`src/common/rss_pkg.sv`:
```
package rss_pkg;
  // register byte offsets
  localparam logic [7:0] RSS_OFF_CTRL  = 8'h00;
  localparam logic [7:0] RSS_OFF_COUNT = 8'h04;
  localparam logic [7:0] RSS_OFF_DELAY = 8'h08;
  localparam logic [7:0] RSS_OFF_SRC   = 8'h0C;
  localparam logic [7:0] RSS_OFF_LEN   = 8'h10;
  localparam logic [7:0] RSS_OFF_STAT  = 8'h14;
  localparam logic [7:0] RSS_OFF_POS   = 8'h18;
  // control register bits (write-one pulses)
  localparam int RSS_CTRL_INIT  = 0;
  localparam int RSS_CTRL_ABORT = 1;
  localparam int RSS_CTRL_IMM   = 2;
  // source register fields
  localparam int RSS_SRC_MODE_LSB = 0;
  localparam int RSS_SRC_LINE_LSB = 4;
  // status register bits
  localparam int RSS_STAT_BUSY    = 0;
  localparam int RSS_STAT_CNT_ERR = 1;
  localparam int RSS_STAT_DLY_ERR = 2;
  localparam int RSS_STAT_SRC_ERR = 3;
  // position register field
  localparam int RSS_POS_PASS_LSB = 16;
  // reset values
  localparam logic [15:0] RSS_COUNT_RST = 16'h0001;
  localparam logic [15:0] RSS_DELAY_RST = 16'h0000;
  // timing: delay unit and module clock
  localparam int RSS_DELAY_UNIT_US = 100;
  localparam int RSS_CLK_MHZ       = 200;
  localparam int RSS_TICK_CYC      = RSS_DELAY_UNIT_US * RSS_CLK_MHZ;
  // trigger source modes
  typedef enum logic [1:0] {
    RSS_SRC_IMM  = 2'h0,
    RSS_SRC_TTL  = 2'h1,
    RSS_SRC_HOLD = 2'h2
  } rss_src_t;
  // sequencer states, one-hot
  typedef enum logic [4:0] {
    RSS_ST_IDLE  = 5'h01,
    RSS_ST_ARMED = 5'h02,
    RSS_ST_DELAY = 5'h04,
    RSS_ST_OPEN  = 5'h08,
    RSS_ST_CLOSE = 5'h10
  } rss_state_t;
endpackage : rss_pkg

```
`src/common/rss_cfg_if.sv`:
```
interface rss_cfg_if #(parameter int IW = 6);
  import rss_pkg::*;
  logic [15:0]   count;     // passes per scan
  logic [15:0]   delay;     // post-trigger delay, 100 us units
  rss_src_t      src_mode;  // trigger source
  logic [2:0]    src_line;  // selected backplane line
  logic [IW:0]   list_len;  // relays in the scan list
  logic          init_p;    // start pulse
  logic          abort_p;   // abort pulse
  logic          imm_p;     // immediate step pulse
  logic          busy;      // scan in progress
  logic [IW-1:0] idx;       // current list position
  logic [15:0]   pass;      // current pass number
  modport regs (output count, delay, src_mode, src_line, list_len, init_p, abort_p, imm_p,
                input busy, idx, pass);
  modport seq  (input count, delay, src_mode, src_line, list_len, init_p, abort_p, imm_p,
                output busy, idx, pass);
endinterface : rss_cfg_if

```
`src/verilog/rss_tick.sv`:
```
module rss_tick #(
  parameter int CYC = 20000
) (
  // clock and reset
  input  wire logic clk_sys,
  input  wire logic rst,
  // restart phase, tick out
  input  wire logic clr,
  output logic      tick
);
  localparam int CW = $clog2(CYC);
  localparam logic [CW-1:0] LAST = CW'(CYC - 1);
  logic [CW-1:0] cnt_ff;  // cycles into the current unit
  logic          at_last;
  assign at_last = (cnt_ff == LAST);
  assign tick    = at_last & ~clr;
  // free count, restarted so a delay starts on a whole unit
  always_ff @(posedge clk_sys or posedge rst) begin
    if (rst) cnt_ff <= '0;
    else if (clr || at_last) cnt_ff <= '0;
    else cnt_ff <= cnt_ff + 1'b1;
  end
endmodule : rss_tick

```
`src/verilog/rss_wb_regs.sv`:
```
module rss_wb_regs #(
  parameter int N  = 64,
  parameter int IW = 6
) (
  // clock and reset
  input  wire logic  clk_sys,
  input  wire logic  rst,
  // wishbone slave
  input  wire logic  wb_cyc_i,
  input  wire logic  wb_stb_i,
  input  wire logic  wb_we_i,
  input  wire logic [7:0]  wb_adr_i,
  input  wire logic [3:0]  wb_sel_i,
  input  wire logic [31:0] wb_dat_i,
  output logic [31:0] wb_dat_o,
  output logic        wb_ack_o,
  // sequencer side
  rss_cfg_if.regs     cfg
);
  import rss_pkg::*;
  logic        ack_ff, nxt_ack;
  logic [31:0] dat_ff;
  logic [15:0] count_ff, delay_ff;
  logic [1:0]  mode_ff;
  logic [2:0]  line_ff;
  logic [IW:0] len_ff;
  logic [2:0]  ctrl_ff;              // pulses: imm, abort, init
  logic [2:0]  err_ff;               // sticky: src, delay, count
  logic        acc, wr;
  logic [31:0] wval, rdata;
  logic        cnt_ok, dly_ok, src_ok, len_ok;
  logic        wr_ctrl, wr_cnt, wr_dly, wr_src, wr_len, wr_stat;
  logic [2:0]  err_set, err_clr;

  // byte lanes merged into a base value; writes merge over zero
  function automatic logic [31:0] rss_merge(input logic [31:0] old, input logic [31:0] nw,
                                            input logic [3:0] sel);
    logic [31:0] r;
    r = old;
    for (int b = 0; b < 4; b++) begin
      if (sel[b]) r[8*b +: 8] = nw[8*b +: 8];
    end
    return r;
  endfunction : rss_merge

  // one access per request; ack falls the cycle after it rose
  assign acc     = wb_cyc_i & wb_stb_i & ~ack_ff;
  assign wr      = acc & wb_we_i;
  assign nxt_ack = acc;
  assign wr_ctrl = wr & (wb_adr_i == RSS_OFF_CTRL);
  assign wr_cnt  = wr & (wb_adr_i == RSS_OFF_COUNT);
  assign wr_dly  = wr & (wb_adr_i == RSS_OFF_DELAY);
  assign wr_src  = wr & (wb_adr_i == RSS_OFF_SRC);
  assign wr_len  = wr & (wb_adr_i == RSS_OFF_LEN);
  assign wr_stat = wr & (wb_adr_i == RSS_OFF_STAT);
  assign wval    = rss_merge(32'h0000_0000, wb_dat_i, wb_sel_i);
  assign cnt_ok  = (wval[31:16] == 16'h0000) && (wval[15:0] != 16'h0000);
  assign dly_ok  = (wval[31:16] == 16'h0000);
  assign src_ok  = (wval[1:0] != 2'h3);
  assign len_ok  = (wval != 32'h0000_0000) && (wval <= 32'(N));
  assign err_set = {wr_src & ~src_ok, wr_dly & ~dly_ok, wr_cnt & ~cnt_ok};
  assign err_clr = wr_stat ? wval[RSS_STAT_SRC_ERR:RSS_STAT_CNT_ERR] : 3'h0;

  // read mux; unmapped offsets read zero
  always_comb begin
    rdata = 32'h0000_0000;
    unique case (wb_adr_i)
      RSS_OFF_COUNT: rdata = {16'h0000, count_ff};
      RSS_OFF_DELAY: rdata = {16'h0000, delay_ff};
      RSS_OFF_SRC:   rdata = 32'({line_ff, 2'h0, mode_ff});
      RSS_OFF_LEN:   rdata = 32'(len_ff);
      RSS_OFF_STAT:  rdata = {28'h0000000, err_ff, cfg.busy};
      RSS_OFF_POS:   rdata = {cfg.pass, 16'(cfg.idx)};
      default:       rdata = 32'h0000_0000;
    endcase
  end

  // bus handshake and read data
  always_ff @(posedge clk_sys or posedge rst) begin
    if (rst) begin
      ack_ff <= 1'b0;
      dat_ff <= 32'h0000_0000;
    end else begin
      ack_ff <= nxt_ack;
      if (acc) dat_ff <= rdata;
    end
  end

  // settings; a bad value is refused and the old one kept
  always_ff @(posedge clk_sys or posedge rst) begin
    if (rst) begin
      count_ff <= RSS_COUNT_RST;
      delay_ff <= RSS_DELAY_RST;
      mode_ff  <= RSS_SRC_IMM;
      line_ff  <= 3'h0;
      len_ff   <= (IW+1)'(N);
    end else begin
      if (wr_cnt && cnt_ok) count_ff <= wval[15:0];
      if (wr_dly && dly_ok) delay_ff <= wval[15:0];
      if (wr_src && src_ok) begin
        mode_ff <= wval[RSS_SRC_MODE_LSB +: 2];
        line_ff <= wval[RSS_SRC_LINE_LSB +: 3];
      end
      if (wr_len && len_ok) len_ff <= wval[IW:0];
    end
  end

  // command pulses and sticky errors; a new error beats its clear
  always_ff @(posedge clk_sys or posedge rst) begin
    if (rst) begin
      ctrl_ff <= 3'h0;
      err_ff  <= 3'h0;
    end else begin
      ctrl_ff <= wr_ctrl ? wval[2:0] : 3'h0;
      err_ff  <= (err_ff & ~err_clr) | err_set;
    end
  end

  assign wb_ack_o     = ack_ff;
  assign wb_dat_o     = dat_ff;
  assign cfg.count    = count_ff;
  assign cfg.delay    = delay_ff;
  assign cfg.src_mode = rss_src_t'(mode_ff);
  assign cfg.src_line = line_ff;
  assign cfg.list_len = len_ff;
  assign cfg.init_p   = ctrl_ff[RSS_CTRL_INIT];
  assign cfg.abort_p  = ctrl_ff[RSS_CTRL_ABORT];
  assign cfg.imm_p    = ctrl_ff[RSS_CTRL_IMM];
endmodule : rss_wb_regs

```
`src/verilog/rss_top.sv`:
```
// Function
// - repeat count only 1 to 65535
// - walk whole list exactly count times
// - back to idle after last pass
// - delay only 0 to 6.5535 seconds
// - wait delay after trigger before opening
// - open current relay, then close next
// - immediate source steps without trigger
// - selected backplane line steps the scan
// - delay after each line assertion, repeat
// - immediate command steps now, no delay
module rss_top
  import rss_pkg::*;
#(
  parameter int N           = 64,
  parameter int TICK_CYCLES = rss_pkg::RSS_TICK_CYC
) (
  // clock and reset
  input  wire logic          clk_sys,
  input  wire logic          rst,
  // wishbone slave
  input  wire logic          wb_cyc_i,
  input  wire logic          wb_stb_i,
  input  wire logic          wb_we_i,
  input  wire logic [7:0]    wb_adr_i,
  input  wire logic [3:0]    wb_sel_i,
  input  wire logic [31:0]   wb_dat_i,
  output logic [31:0]        wb_dat_o,
  output logic               wb_ack_o,
  // backplane trigger lines, active high
  input  wire logic [7:0]    trig_line_i,
  // relay drive and scan state
  output logic [N-1:0]       relay_close_o,
  output logic               scan_busy_o
);
  import rss_pkg::*;
  localparam int IW = $clog2(N);

  rss_cfg_if #(.IW(IW)) cfg ();   // settings and status between regs and sequencer

  rss_state_t    st_ff, nxt_st;     // sequencer state
  logic [IW-1:0] idx_ff, nxt_idx;   // list position
  logic [15:0]   pass_ff, nxt_pass; // passes finished in this scan
  logic [15:0]   dly_ff, nxt_dly;   // delay units left
  logic [N-1:0]  relay_ff, nxt_relay;
  logic          busy_ff;
  logic [7:0]    s1_ff, s2_ff, s3_ff; // line synchronisers
  logic [7:0]    filt_ff, prev_ff;  // settled line levels
  logic [7:0]    line_rise;
  logic          trig_evt;          // event on the selected line
  logic          fire;              // source says step now
  logic          tick;              // one delay unit elapsed
  logic          tick_clr;
  logic          at_end, last_pass, dly_done;

  // register file on the bus
  rss_wb_regs #(.N(N), .IW(IW)) u_regs (
    .clk_sys  (clk_sys),
    .rst      (rst),
    .wb_cyc_i (wb_cyc_i),
    .wb_stb_i (wb_stb_i),
    .wb_we_i  (wb_we_i),
    .wb_adr_i (wb_adr_i),
    .wb_sel_i (wb_sel_i),
    .wb_dat_i (wb_dat_i),
    .wb_dat_o (wb_dat_o),
    .wb_ack_o (wb_ack_o),
    .cfg      (cfg)
  );

  // 100 us enable for the delay count
  rss_tick #(.CYC(TICK_CYCLES)) u_tick (
    .clk_sys (clk_sys),
    .rst     (rst),
    .clr     (tick_clr),
    .tick    (tick)
  );

  // a line level counts once the second and third stages agree,
  // which rejects a single-cycle glitch at the cost of latency
  always_ff @(posedge clk_sys or posedge rst) begin
    if (rst) begin
      s1_ff   <= 8'h00;
      s2_ff   <= 8'h00;
      s3_ff   <= 8'h00;
      filt_ff <= 8'h00;
      prev_ff <= 8'h00;
    end else begin
      s1_ff   <= trig_line_i;
      s2_ff   <= s1_ff;
      s3_ff   <= s2_ff;
      filt_ff <= (s2_ff & s3_ff) | (filt_ff & (s2_ff | s3_ff));
      prev_ff <= filt_ff;
    end
  end

  assign line_rise = filt_ff & ~prev_ff;
  assign trig_evt  = line_rise[cfg.src_line];
  assign fire      = (cfg.src_mode == RSS_SRC_IMM) |
                     ((cfg.src_mode == RSS_SRC_TTL) & trig_evt);
  // length is read live; cutting it below the current position mid-scan
  // lets the index run on until it wraps, so change it only while idle
  assign at_end    = ({1'b0, idx_ff} == (cfg.list_len - 1'b1));
  assign last_pass = (pass_ff == (cfg.count - 16'h0001));
  assign dly_done  = tick & (dly_ff == 16'h0001);
  // restart the unit timer so a delay is never cut short
  assign tick_clr  = st_ff == RSS_ST_ARMED;

  // next state and datapath of the sequencer
  always_comb begin
    nxt_st    = st_ff;
    nxt_idx   = idx_ff;
    nxt_pass  = pass_ff;
    nxt_dly   = dly_ff;
    nxt_relay = relay_ff;
    unique case (st_ff)
      RSS_ST_IDLE: begin
        // start by closing the first relay of the list
        if (cfg.init_p) begin
          nxt_idx  = '0;
          nxt_pass = 16'h0000;
          nxt_st   = RSS_ST_CLOSE;
        end
      end
      RSS_ST_ARMED: begin
        // line events outside this state are dropped, not queued
        // immediate command skips wait and delay
        if (cfg.imm_p) begin
          nxt_st = RSS_ST_OPEN;
        end else if (fire) begin
          nxt_dly = cfg.delay;
          nxt_st  = (cfg.delay == 16'h0000) ? RSS_ST_OPEN : RSS_ST_DELAY;
        end
      end
      RSS_ST_DELAY: begin
        // count delay units after each trigger
        if (cfg.imm_p || dly_done) begin
          nxt_st = RSS_ST_OPEN;
        end else if (tick) begin
          nxt_dly = dly_ff - 16'h0001;
        end
      end
      RSS_ST_OPEN: begin
        nxt_relay = '0;
        if (!at_end) begin
          nxt_idx = IW'(idx_ff + 1'b1);
          nxt_st  = RSS_ST_CLOSE;
        end else if (last_pass) begin
          nxt_st = RSS_ST_IDLE;
        end else begin
          nxt_idx  = '0;
          nxt_pass = pass_ff + 16'h0001;
          nxt_st   = RSS_ST_CLOSE;
        end
      end
      RSS_ST_CLOSE: begin
        nxt_relay = N'(1) << idx_ff;
        nxt_st    = RSS_ST_ARMED;
      end
      default: begin
        nxt_relay = '0;
        nxt_st    = RSS_ST_IDLE;
      end
    endcase
    // abort wins over everything and opens all relays
    if (cfg.abort_p) begin
      nxt_relay = '0;
      nxt_st    = RSS_ST_IDLE;
    end
  end

  // sequencer registers
  // busy follows the next state so status rises with the first close request
  always_ff @(posedge clk_sys or posedge rst) begin
    if (rst) begin
      st_ff    <= RSS_ST_IDLE;
      idx_ff   <= '0;
      pass_ff  <= 16'h0000;
      dly_ff   <= 16'h0000;
      relay_ff <= '0;
      busy_ff  <= 1'b0;
    end else begin
      st_ff    <= nxt_st;
      idx_ff   <= nxt_idx;
      pass_ff  <= nxt_pass;
      dly_ff   <= nxt_dly;
      relay_ff <= nxt_relay;
      busy_ff  <= (nxt_st != RSS_ST_IDLE);
    end
  end

  assign relay_close_o = relay_ff;
  assign scan_busy_o   = busy_ff;
  assign cfg.busy      = busy_ff;
  assign cfg.idx       = idx_ff;
  assign cfg.pass      = pass_ff;
endmodule : rss_top

```
`config.mk`:
```
export PLATFORM = sky130hd
export DESIGN_NAME = rss_top
export DESIGN_NICKNAME = d
export VERILOG_FILES = /design/src/common/rss_pkg.sv /design/src/common/rss_cfg_if.sv /design/src/verilog/rss_tick.sv /design/src/verilog/rss_wb_regs.sv /design/src/verilog/rss_top.sv
export SDC_FILE = /design/constraint.sdc
export NUM_CORES = 1
export LEC_CHECK = 0
export CAP_MARGIN = 20
export CORE_ASPECT_RATIO = 0.6
export CORE_MARGIN = 8
export CORE_UTILIZATION = 39
export CTS_CLUSTER_SIZE = 8
export DETAILED_ROUTE_END_ITERATION = 12
export DONT_BUFFER_PORTS = 1
export PLACE_DENSITY = 0.67
export RECOVER_POWER = 25
export SLEW_MARGIN = 20
export SYNTH_ARGS = -nofsm -noshare
export SYNTH_HDL_FRONTEND = slang
export SYNTH_HIERARCHICAL = 1
export SYNTH_SLANG_ARGS = --single-unit
```
`constraint.sdc`:
```
create_clock -name clk_sys -period 4.85 [get_ports clk_sys]
set_input_delay 0.97 -clock clk_sys [delete_from_list [all_inputs] [get_ports clk_sys]]
set_output_delay 0.97 -clock clk_sys [all_outputs]
set_load 0.02 [all_outputs]
```
==> Word level (Yosys, flattened, before mapping) <==
Index checks and enable logic that the tools add are counted.
{ "word_totals": {"regBits": 246, "in_bits": 57, "mem_count": 0, "latchBits": 0, "output_inout_bits": 98, "rom_bits": 0, "ramBits": 0} }
{ "op_classes": {"mux": 34, "div_mod_pow": 0, "n_reduce_logical": 20, "bitwise_logic": 30, "shifts": 1, "n_addsub": 6, "n_mul": 0, "n_lt_le_gt_ge": 2, "eq_ne": 27} }
{ "op_table": {"columns": ["op", "n"], "rows": [
  ["$pmux 32 s6", 1],
  ["$pmux 64 s2", 1],
  ["$mux 16", 7],
  ["$mux 64", 1],
  ["$pmux 16 s2", 2],
  ["$shl 1x6->64 const A", 1],
  ["$mux 5", 7],
  ["$le 32x7->1 const B", 1],
  ["$logic_not 16->1", 2],
  ["$mux 8", 4],
  ["$reduce_bool 32->1", 1],
  ["$sub 16x1->16 const B", 2],
  ["$pmux 5 s5", 1],
  ["$and 8x8->8", 3],
  ["$eq 8x5->1 const B", 3],
  ["$mux 6", 3],
  ["$add 16x1->16 const B", 1],
  ["$eq 16x1->1 const B", 1],
  ["$eq 16x16->1", 1],
  ["$eq 8x4->1 const B", 2],
  ["$or 8x8->8", 2],
  ["$reduce_bool 16->1", 1],
  ["$add 15x1->15 const B", 1],
  ["$and 1x1->1", 15],
  ["37 further kinds", 56]
]} }

==> Logic depth before layout (Yosys ltp) <==
Gate-level depths: netlist of run 1.
{ "logic_depth": {"depth_word": 11, "mapped_depth": 13, "mapped_depth_nobuf": 10} }

==> Hierarchy <==
Netlist of run 1, hierarchy kept.
{ "by_module_without_submodules": {"columns": ["module", "area_per_inst_um2", "cells_per_inst", "n_inst"], "rows": [
  ["rss_top", 7269.5, 705, 1],
  ["rss_wb_regs", 3861.2, 403, 1],
  ["rss_tick", 819.5, 78, 1]
]} }

==> Worst setup path before layout of run 1 <==
No wires, ideal clock.
{ "synth_timing": {"path_type": "reg2reg", "from": "reg u_regs.count_ff[1], in the netlist u_regs/cfg.count[1]", "to": "reg pass_ff[4], in the netlist cfg.pass[4]", "slack_ps": 2209, "path_stages_with_launch": 11, "path_buffers": 1, "arrival_time_ps": 2517, "t_required_ps": 4726, "setup_time_ps": 124, "path_cell_list": "dfrtp_1 -> inv_1 -> ha_1 -> nor3b_4 -> nand2_2 -> a2111oi_4 -> o2111ai_1 -> nor4_4 -> buf_6 -> nor2_1 -> a211o_1"} }
{ "synth_via": {"elab_chain_len": 4} }
{ "synth_lines": {"columns": ["element", "line_no", "rtl"], "rows": [
  ["from (decl)", "rss_wb_regs.sv:23", "logic [15:0] count_ff, delay_ff;"],
  ["from (signal assigned)", "rss_wb_regs.sv:98", "if (wr_cnt && cnt_ok) count_ff <= wval[15:0];"],
  ["$sub 16x1->16", "rss_top.sv:104", "assign last_pass = (pass_ff == (cfg.count - 16'h0001));"],
  ["$eq 16x16->1", "rss_top.sv:104", null],
  ["$ne 2x2->1 (no source line)", null, null],
  ["$reduce_and 4->1 (no source line)", null, null],
  ["to (signal assigned)", "rss_top.sv:185", "pass_ff <= nxt_pass;"],
  ["to (decl)", "rss_top.sv:43", "logic [15:0] pass_ff, nxt_pass;"]
]} }
Every way passes these cells.
A chain may end at the register's enable or synchronous reset.

==> Worst setup path in the final report of run 1 <==
{ "layout_timing": {"from": "reg u_regs.count_ff[1], in the netlist u_regs/cfg.count[1]", "to": "reg idx_ff[2], in the netlist cfg.idx[2]"} }
{ "layout_via": {"elab_chain_len": 4} }
{ "layout_lines": {"columns": ["element", "line_no", "rtl"], "rows": [
  ["$sub 16x1->16", "rss_top.sv:104", null],
  ["$eq 16x16->1", "rss_top.sv:104", null],
  ["$ne 3x3->1 (no source line)", null, null],
  ["$reduce_and 3->1 (no source line)", null, null],
  ["to (signal assigned)", "rss_top.sv:184", "idx_ff <= nxt_idx;"],
  ["to (decl)", "rss_top.sv:42", "logic [IW-1:0] idx_ff, nxt_idx;"]
]} }
Every way passes these cells.

==> results.toml, run 1 <==
[status]
status = "finished with violations"
violations = "capacitance limit, slew limit"

[floorplanning]
die-area_mm2 = 0.03668
start_util_pct = 39.78
num_rows = 49
fp.coreArea_mm2 = 0.03004
io_pins = 155
die_x_um = 242.0
chipHeight_um = 151.6

[clock_network]
post-cts-setup-buffers = 0
clockBufferDepth = 3
cts_buffers = 36
post_cts_resized = 0
root_buffer = "clkbuf_16"
cts-hold-fix-buffers = 0
clk_latency_ns = 0.53
htree_levels = 2
clk_pin_slew_ns = 0.05
clock-sinks = 246
cts_tree = "yes"

[synthesis]
synth_edf_count = 0
synth_nets = 1255
syn_avg_cell_area_um2 = 10.08
synth_top_flop_cell = "dfrtp_1"
ys_seq_elements = 246
ys_warn_count = 6
yosysTopAreaCell = "dfrtp_1"
synthDistinctLibCells = 87
seq_area_frac_synth_pct = 51.54
synth_top_area_share_pct = 50.88
ys_top_cells_by_area = "dfrtp_1 (51%), nand2_1 (4.9%), a21oi_1 (2.8%)"
synthCells = 1186
netlist_area_mm2 = 0.01195
async_reset_ff_share_pct = 100.0

[route]
drc = 0
wirelength_mm = 33.91
num_vias = 9321
drt_iter0_markers = 1002
drtPass1Iterations = 5
drt.antenna.violating_nets = 0
viasPerCell = 5.833
wire_per_inst_um = 21.22

[timing]
worst_pin_slew_ns = 2.216
achievable-frequency_mhz = 329.6
relSlewSlack_pct = -48.55
finalSetupTns_ns = 0
finalSetupViolCount = 0
fin_crit_ns = 3.034
rsz0062_at_grt = "no"
finalHoldViolations = 0
whs_ns = 0.3445
final.period_utilization_pct = 62.55
skew_ns = 0.02673
report.final.slew_viol_count = 47

[place]
dp.cells = 1542
dpl.hpwl_mm = 24.35
io_buffers = 0
gp_congestion = 0.8919

[critical_path]
reg2reg_from = "u_regs/cfg.count[1]"
cp-start-kind = "flip-flop"
path_class = "flip-flop to flip-flop"
worstPathRequired_ns = 5.27
crit_chain = "inv_1, ha_1, nor3b_4, nand2_2, a2111oi_4, o211ai_1, nor4_4, a21oi_1, o32ai_1"
slowest_stage = "nor4_4"
reg2reg_depth = 9
crit_fanout = 9
cp.arrival_ns = 3.45
crit_path_start = "u_regs/cfg.count[1]"
cp-end-kind = "flip-flop"
max_stage_delay_ns = 0.53
timing.rr.end = "cfg.idx[2]"
worst-r2r-setup-slack_ns = 1.82
crit_end = "cfg.idx[2]"

[power]
p_sw_share_pct = 23.01
pwr-share-seq_pct = 46.9
vdd_ir_drop_max_uv = 190.7
clockPowerShare_pct = 50.1
p_switching_mw = 1.050
power_frac_comb_pct = 3.0
power.leakage_nw = 5.897
power_per_cell_area_mw_per_mm2 = 343.6
p_int_mw = 3.516
power_mw = 4.566

[layout]
finalNonFillerCells = 1598
diodes = 0
nNetsFinal = 1242
drive_gt1_share_pct = 10.08
area_delta_synth_final_pct = 11.20
mostFrequentLayoutCells = "dfrtp_1 (243), nand2_1 (155), nor2_1 (84), a21oi_1 (66), o21ai_0 (49)"
final_common_cell = "dfrtp_1"

[worst_hold_path]
hold_class = "flip-flop to flip-flop"
holdPathStages = 0
min_from = "s1_ff[2]"

[grt]
grt_start_max_net_pins = 149
antenna_found_initial = 0
grt-ovfl-total = 0
grt_pass1_vias = 9200
grt_pass1_wl_mm = 53.78
grt_util_all_layers_pct = 18.34

[flow_run]
maxCapViolCount = 1
[cell usage after synthesis, types with 13 or more instances]
master    instances
clkbuf_1         33
xor2_1           16
nor3_1           24
inv_1            41
mux2i_1          17
or4_1            13
dfrtp_1         243
nand3_1          46
nor4_1           13
o21ai_0          49
o21ai_1          33
xnor2_1          27
a32o_1           16
a22o_1           32
a21oi_1          66
nand2_1         155
nor2_1           84
[logic make-up after synthesis]
group	Yosys count	share of synthesized area, %
xor gates and xnor gates	43	3.151
adders and majority gates	20	1.926
DFF	246	51.54
and+or+nand+nor	459	20.40
AOI/OAI and AO/OA	293	17.06
muxes	21	1.895
buffers and inverters	104	4.031
[sequential cells by signal, indices dropped and copies added, names as in the netlist, 5 cells and up]
name / cells
s1_ff: 8
u_tick/cnt_ff: 15
u_regs/cfg.count: 16
u_regs/wb_dat_o: 32
cfg.idx: 6
s2_ff: 8
prev_ff: 8
st_ff: 5
cfg.pass: 16
s3_ff: 8
filt_ff: 8
u_regs/cfg.list_len: 7
relay_close_o: 64
u_regs/cfg.delay: 16
dly_ff: 16
[stage by stage]
stage	utilization (%)	setup slack [ns]	cell area, um^2
floorplan	-	1.747	11950
global placement	40.77	1.835	12250
detailed placement	40.77	1.822	12250
CTS	44.15	1.828	13260
global route	44.24	1.530	13290
finish	44.24	1.816	13290
[area by class of cell]
class,instances,area [um^2]
fillers,2895,16750
clock buffers,52,970.9
multi-input cells,836,5324
inverters,41,156.4
repair buffers,12,122.6
well taps,408,510.5
clock inverters,3,45.04
flip-flops and latches,246,6160
[routing by layer]
layer  vias to the layer above  track usage, %  routed length, um
li1                       4276               -                  -
met4                         0           5.319                735
met2                       412           25.91              13910
met3                        41           5.970               3594
met1                      4592           26.48              15670
met5                         -               0                  0
[how the worst min path moves through the flow]
stage | slack [ns] | to
after floorplan | 0.33 | s2_ff[0]
after global placement | 0.33 | s2_ff[2]
after detailed placement | 0.34 | s2_ff[2]
after CTS | 0.34 | s2_ff[2]
after global routing | 0.35 | s2_ff[6]
final | 0.34 | s2_ff[2]
[power by group through the flow]
stage	Combinational, mW	Clock [mW]	Sequential [mW]
global placement	0.137	0	2.17
CTS	0.141	2.35	2.14
floorplan	0.107	0	2.16
global route	0.157	2.45	2.14
detailed placement	0.141	0	2.17
finish	0.139	2.29	2.14
[worst max-delay path, delay by kind of cell (launching register included)]
kind	cells	cell delay, ns
AO/OA/AOI/OAI	4	1.06
AND/OR/NAND/NOR	3	1.03
flip-flops	1	0.46
adder cells (fa/ha/maj)	1	0.30
buffers and inverters	1	0.09
Power figures use the tool's default switching activity.
==> run 2, diff against run 1 <==
--- a/config.mk
+++ b/config.mk
@@ -5,6 +5,7 @@
 export SDC_FILE = /design/constraint.sdc
 export NUM_CORES = 1
 export LEC_CHECK = 0
+export ABC_AREA = 1
 export CAP_MARGIN = 20
 export CORE_ASPECT_RATIO = 0.6
 export CORE_MARGIN = 8
==> constraint.sdc (replaced) <==
create_clock -name clk_sys -period 2.55 [get_ports clk_sys]
set_input_delay 0.51 -clock clk_sys [delete_from_list [all_inputs] [get_ports clk_sys]]
set_output_delay 0.51 -clock clk_sys [all_outputs]
set_load 0.02 [all_outputs]
==> run 2 against run 1 <==
Against the previous run: the run still ends with capacitance limit, slew limit left; setup slack lost 1.6 ns; largest power group unchanged; via count is 14% higher; synthesized cell count is 29% higher.
==> results.toml, run 2 <==
[timing]
setup_slack_ns = 0.1747
finalSetupTns_ns = 0
final.period_utilization_pct = 93.15
finalSetupViolCount = 0
skew_ns = 0.01428
worst_pin_slew_ns = 2.184
finalHoldViolations = 0
relSlewSlack_pct = -45.60
rsz0062_at_grt = "no"
achievable-frequency_mhz = 421.0
fin_crit_ns = 2.375
whs_ns = 0.2229
report.final.slew_viol_count = 150

[critical_path]
cp.arrival_ns = 2.83
path_class = "flip-flop to flip-flop"
worstPathRequired_ns = 3.01
crit_path_start = "u_regs/cfg.count[0]"
cp-start-kind = "flip-flop"
crit_fanout = 16
cp-end-kind = "flip-flop"
reg2reg_from = "u_regs/cfg.count[0]"

[layout]
utilization_pct = 45.07
area_delta_synth_final_pct = 14.87
final_common_cell = "nand2_1"
nNetsFinal = 1649
largest_reg_flops = 64
mostFrequentLayoutCells = "nand2_1 (442), dfrtp_1 (243), nand3_1 (167), o21ai_0 (119), nor2_1 (116)"
diodes = 0
drive_gt1_share_pct = 13.54
stdcell_area_mm2 = 0.01447

[synthesis]
netlist_area_mm2 = 0.01259
synth_nets = 1603
synth_edf_count = 0
synth.most_common_cell = "nand2_1"
ys_seq_elements = 246
synthCells = 1534
syn_avg_cell_area_um2 = 8.209
synthDistinctLibCells = 51
ys_top_cells_by_area = "dfrtp_1 (48%), nand2_1 (13%), nand3_1 (6.6%)"
synth_common_cells = "nand2_1 (443), dfrtp_1 (243), nand3_1 (167)"
async_reset_ff_share_pct = 100.0
ys_warn_count = 6
synth_top_flop_cell = "dfrtp_1"
seq_area_frac_synth_pct = 48.91
synth_top_area_share_pct = 48.29
yosysTopAreaCell = "dfrtp_1"

[route]
drc = 0
drtPass1Iterations = 5
viasPerCell = 5.223
wire_per_inst_um = 17.82
drt_iter0_markers = 1106
num_vias = 10590
drt.antenna.violating_nets = 0
wirelength_mm = 36.12

[floorplanning]
num_rows = 51
die_x_um = 248.0
start_util_pct = 39.24
die-area_mm2 = 0.03848
chipHeight_um = 155.2
io_pins = 155
fp.coreArea_mm2 = 0.03210

[grt]
grt_util_all_layers_pct = 18.68
grt_pass1_vias = 10330
antenna_found_initial = 0
grt-ovfl-total = 0
grt_pass1_wl_mm = 57.57
grt_start_max_net_pins = 115

[clock_network]
clk_pin_slew_ns = 0.06
clockBufferDepth = 3
htree_levels = 2
cts_tree = "yes"
clock-sinks = 246
clk_latency_ns = 0.53
cts_buffers = 37
root_buffer = "clkbuf_16"

[power]
power.leakage_nw = 6.872
power_per_cell_area_mw_per_mm2 = 708.5
vdd_ir_drop_max_uv = 472.3

[worst_hold_path]
min_from = "wb_sel_i[1]"
hold_class = "input pin to flip-flop"

[place]
post-place-ws_ns = 0.1314
place_area_mm2 = 0.01327
gp_congestion = 0.9130
io_buffers = 0
dpl.hpwl_mm = 26.05

[status]
violations = "capacitance limit, slew limit"
status = "finished with violations"

[flow_run]
maxCapViolCount = 2
-- run 2: changes by cell type in the layout (fill, tap and decap cells not counted), sizes merged, moves of 17 or more --
cell	before	now
a21oi	66	10
a22o	32	0
buf	12	51
inv	41	107
nand2	157	472
nand3	48	172
nor2	96	147
o21ai	88	169
or4	17	0
-- run 2: metal layers --
| metal | routed length, um | vias up | global-route usage, % |
|---|---|---|---|
| met5 | 0 | - | 0 |
| met1 | 17360 | 5029 | 28.09 |
| met2 | 14660 | 412 | 25.96 |
| met3 | 3594 | 41 | 5.394 |
| li1 | - | 5105 | - |
| met4 | 510 | 0 | 4.300 |
-- run 2: worst paths after layout --
path | depth (start not counted) | slack, ns | to
setup / recovery | 18 | 0.17 | cfg.pass[0]
hold / removal | 2 | 0.22 | u_regs/cfg.delay[14]
setup reg to reg | 18 | 0.17 | cfg.pass[0]
hold reg to reg | 0 | 0.35 | s2_ff[6]
max in group asynchronous | 2 | 0.59 | cfg.pass[15]
min in group asynchronous | 2 | 0.42 | s3_ff[1]
-- run 2: what timing repair did --
| action | in CTS | in global routing |
|---|---|---|
| setup buffers | 0 | 2 |
| endpoints found under the hold margin | 44 | 0 |
| hold buffers | 9 | 0 |
| endpoints found under the setup margin | 0 | 36 |
| gates resized for setup | 0 | 3 |
-- run 2: kinds of logic after synthesis --
| family | count (synthesis) | synth area share [%] |
|---|---|---|
| mux | 6 | 0.4769 |
| compound gates | 193 | 8.833 |
| xor+xnor | 41 | 2.851 |
| simple gates | 863 | 31.26 |
| fa+ha+maj | 20 | 1.828 |
| flops | 246 | 48.91 |
| buf+inv | 165 | 5.842 |
-- run 2: cell type report --
class	instances	area [um^2]
Clock buffer	58	1026
Multi-Input combinational cell	1123	5714
Fill cell	3158	17630
Clock inverter	4	50.05
Tap cell	424	530.5
Inverter	109	414.1
Sequential cell	246	6160
Timing Repair Buffer	63	571.8
-- run 2: metrics by stage --
stage	power, mW	std cells
2_1_floorplan	5.270	1534
3_3_place_gp	5.634	1953
3_5_place_dp	5.671	1953
4_1_cts	10.30	2024
5_1_grt	10.72	2027
6_report	10.25	2027
-- run 2: power by group --
group / switching [mW] / internal [mW] / total, mW
Sequential: 0.137 / 4.06 / 4.20
Combinational: 1.00 / 0.498 / 1.50
Clock: 1.79 / 2.76 / 4.55
-- run 2: critical path, cell delays in order (launching register included) --
cell and delay [ns]:
dfstp_2 0.57, inv_2 0.05, ha_1 0.22, nand2_1 0.12, nor2_1 0.09, nand2_1 0.12, nand2_1 0.06, nand3_1 0.07
nand2_1 0.05, nor2_1 0.09, nand2_1 0.09, nor2_4 0.14, nand2_1 0.07, nand2_1 0.07, nand2_2 0.06, nand2_4 0.10
clkbuf_16 0.21, nand2_2 0.06, o21ai_2 0.06
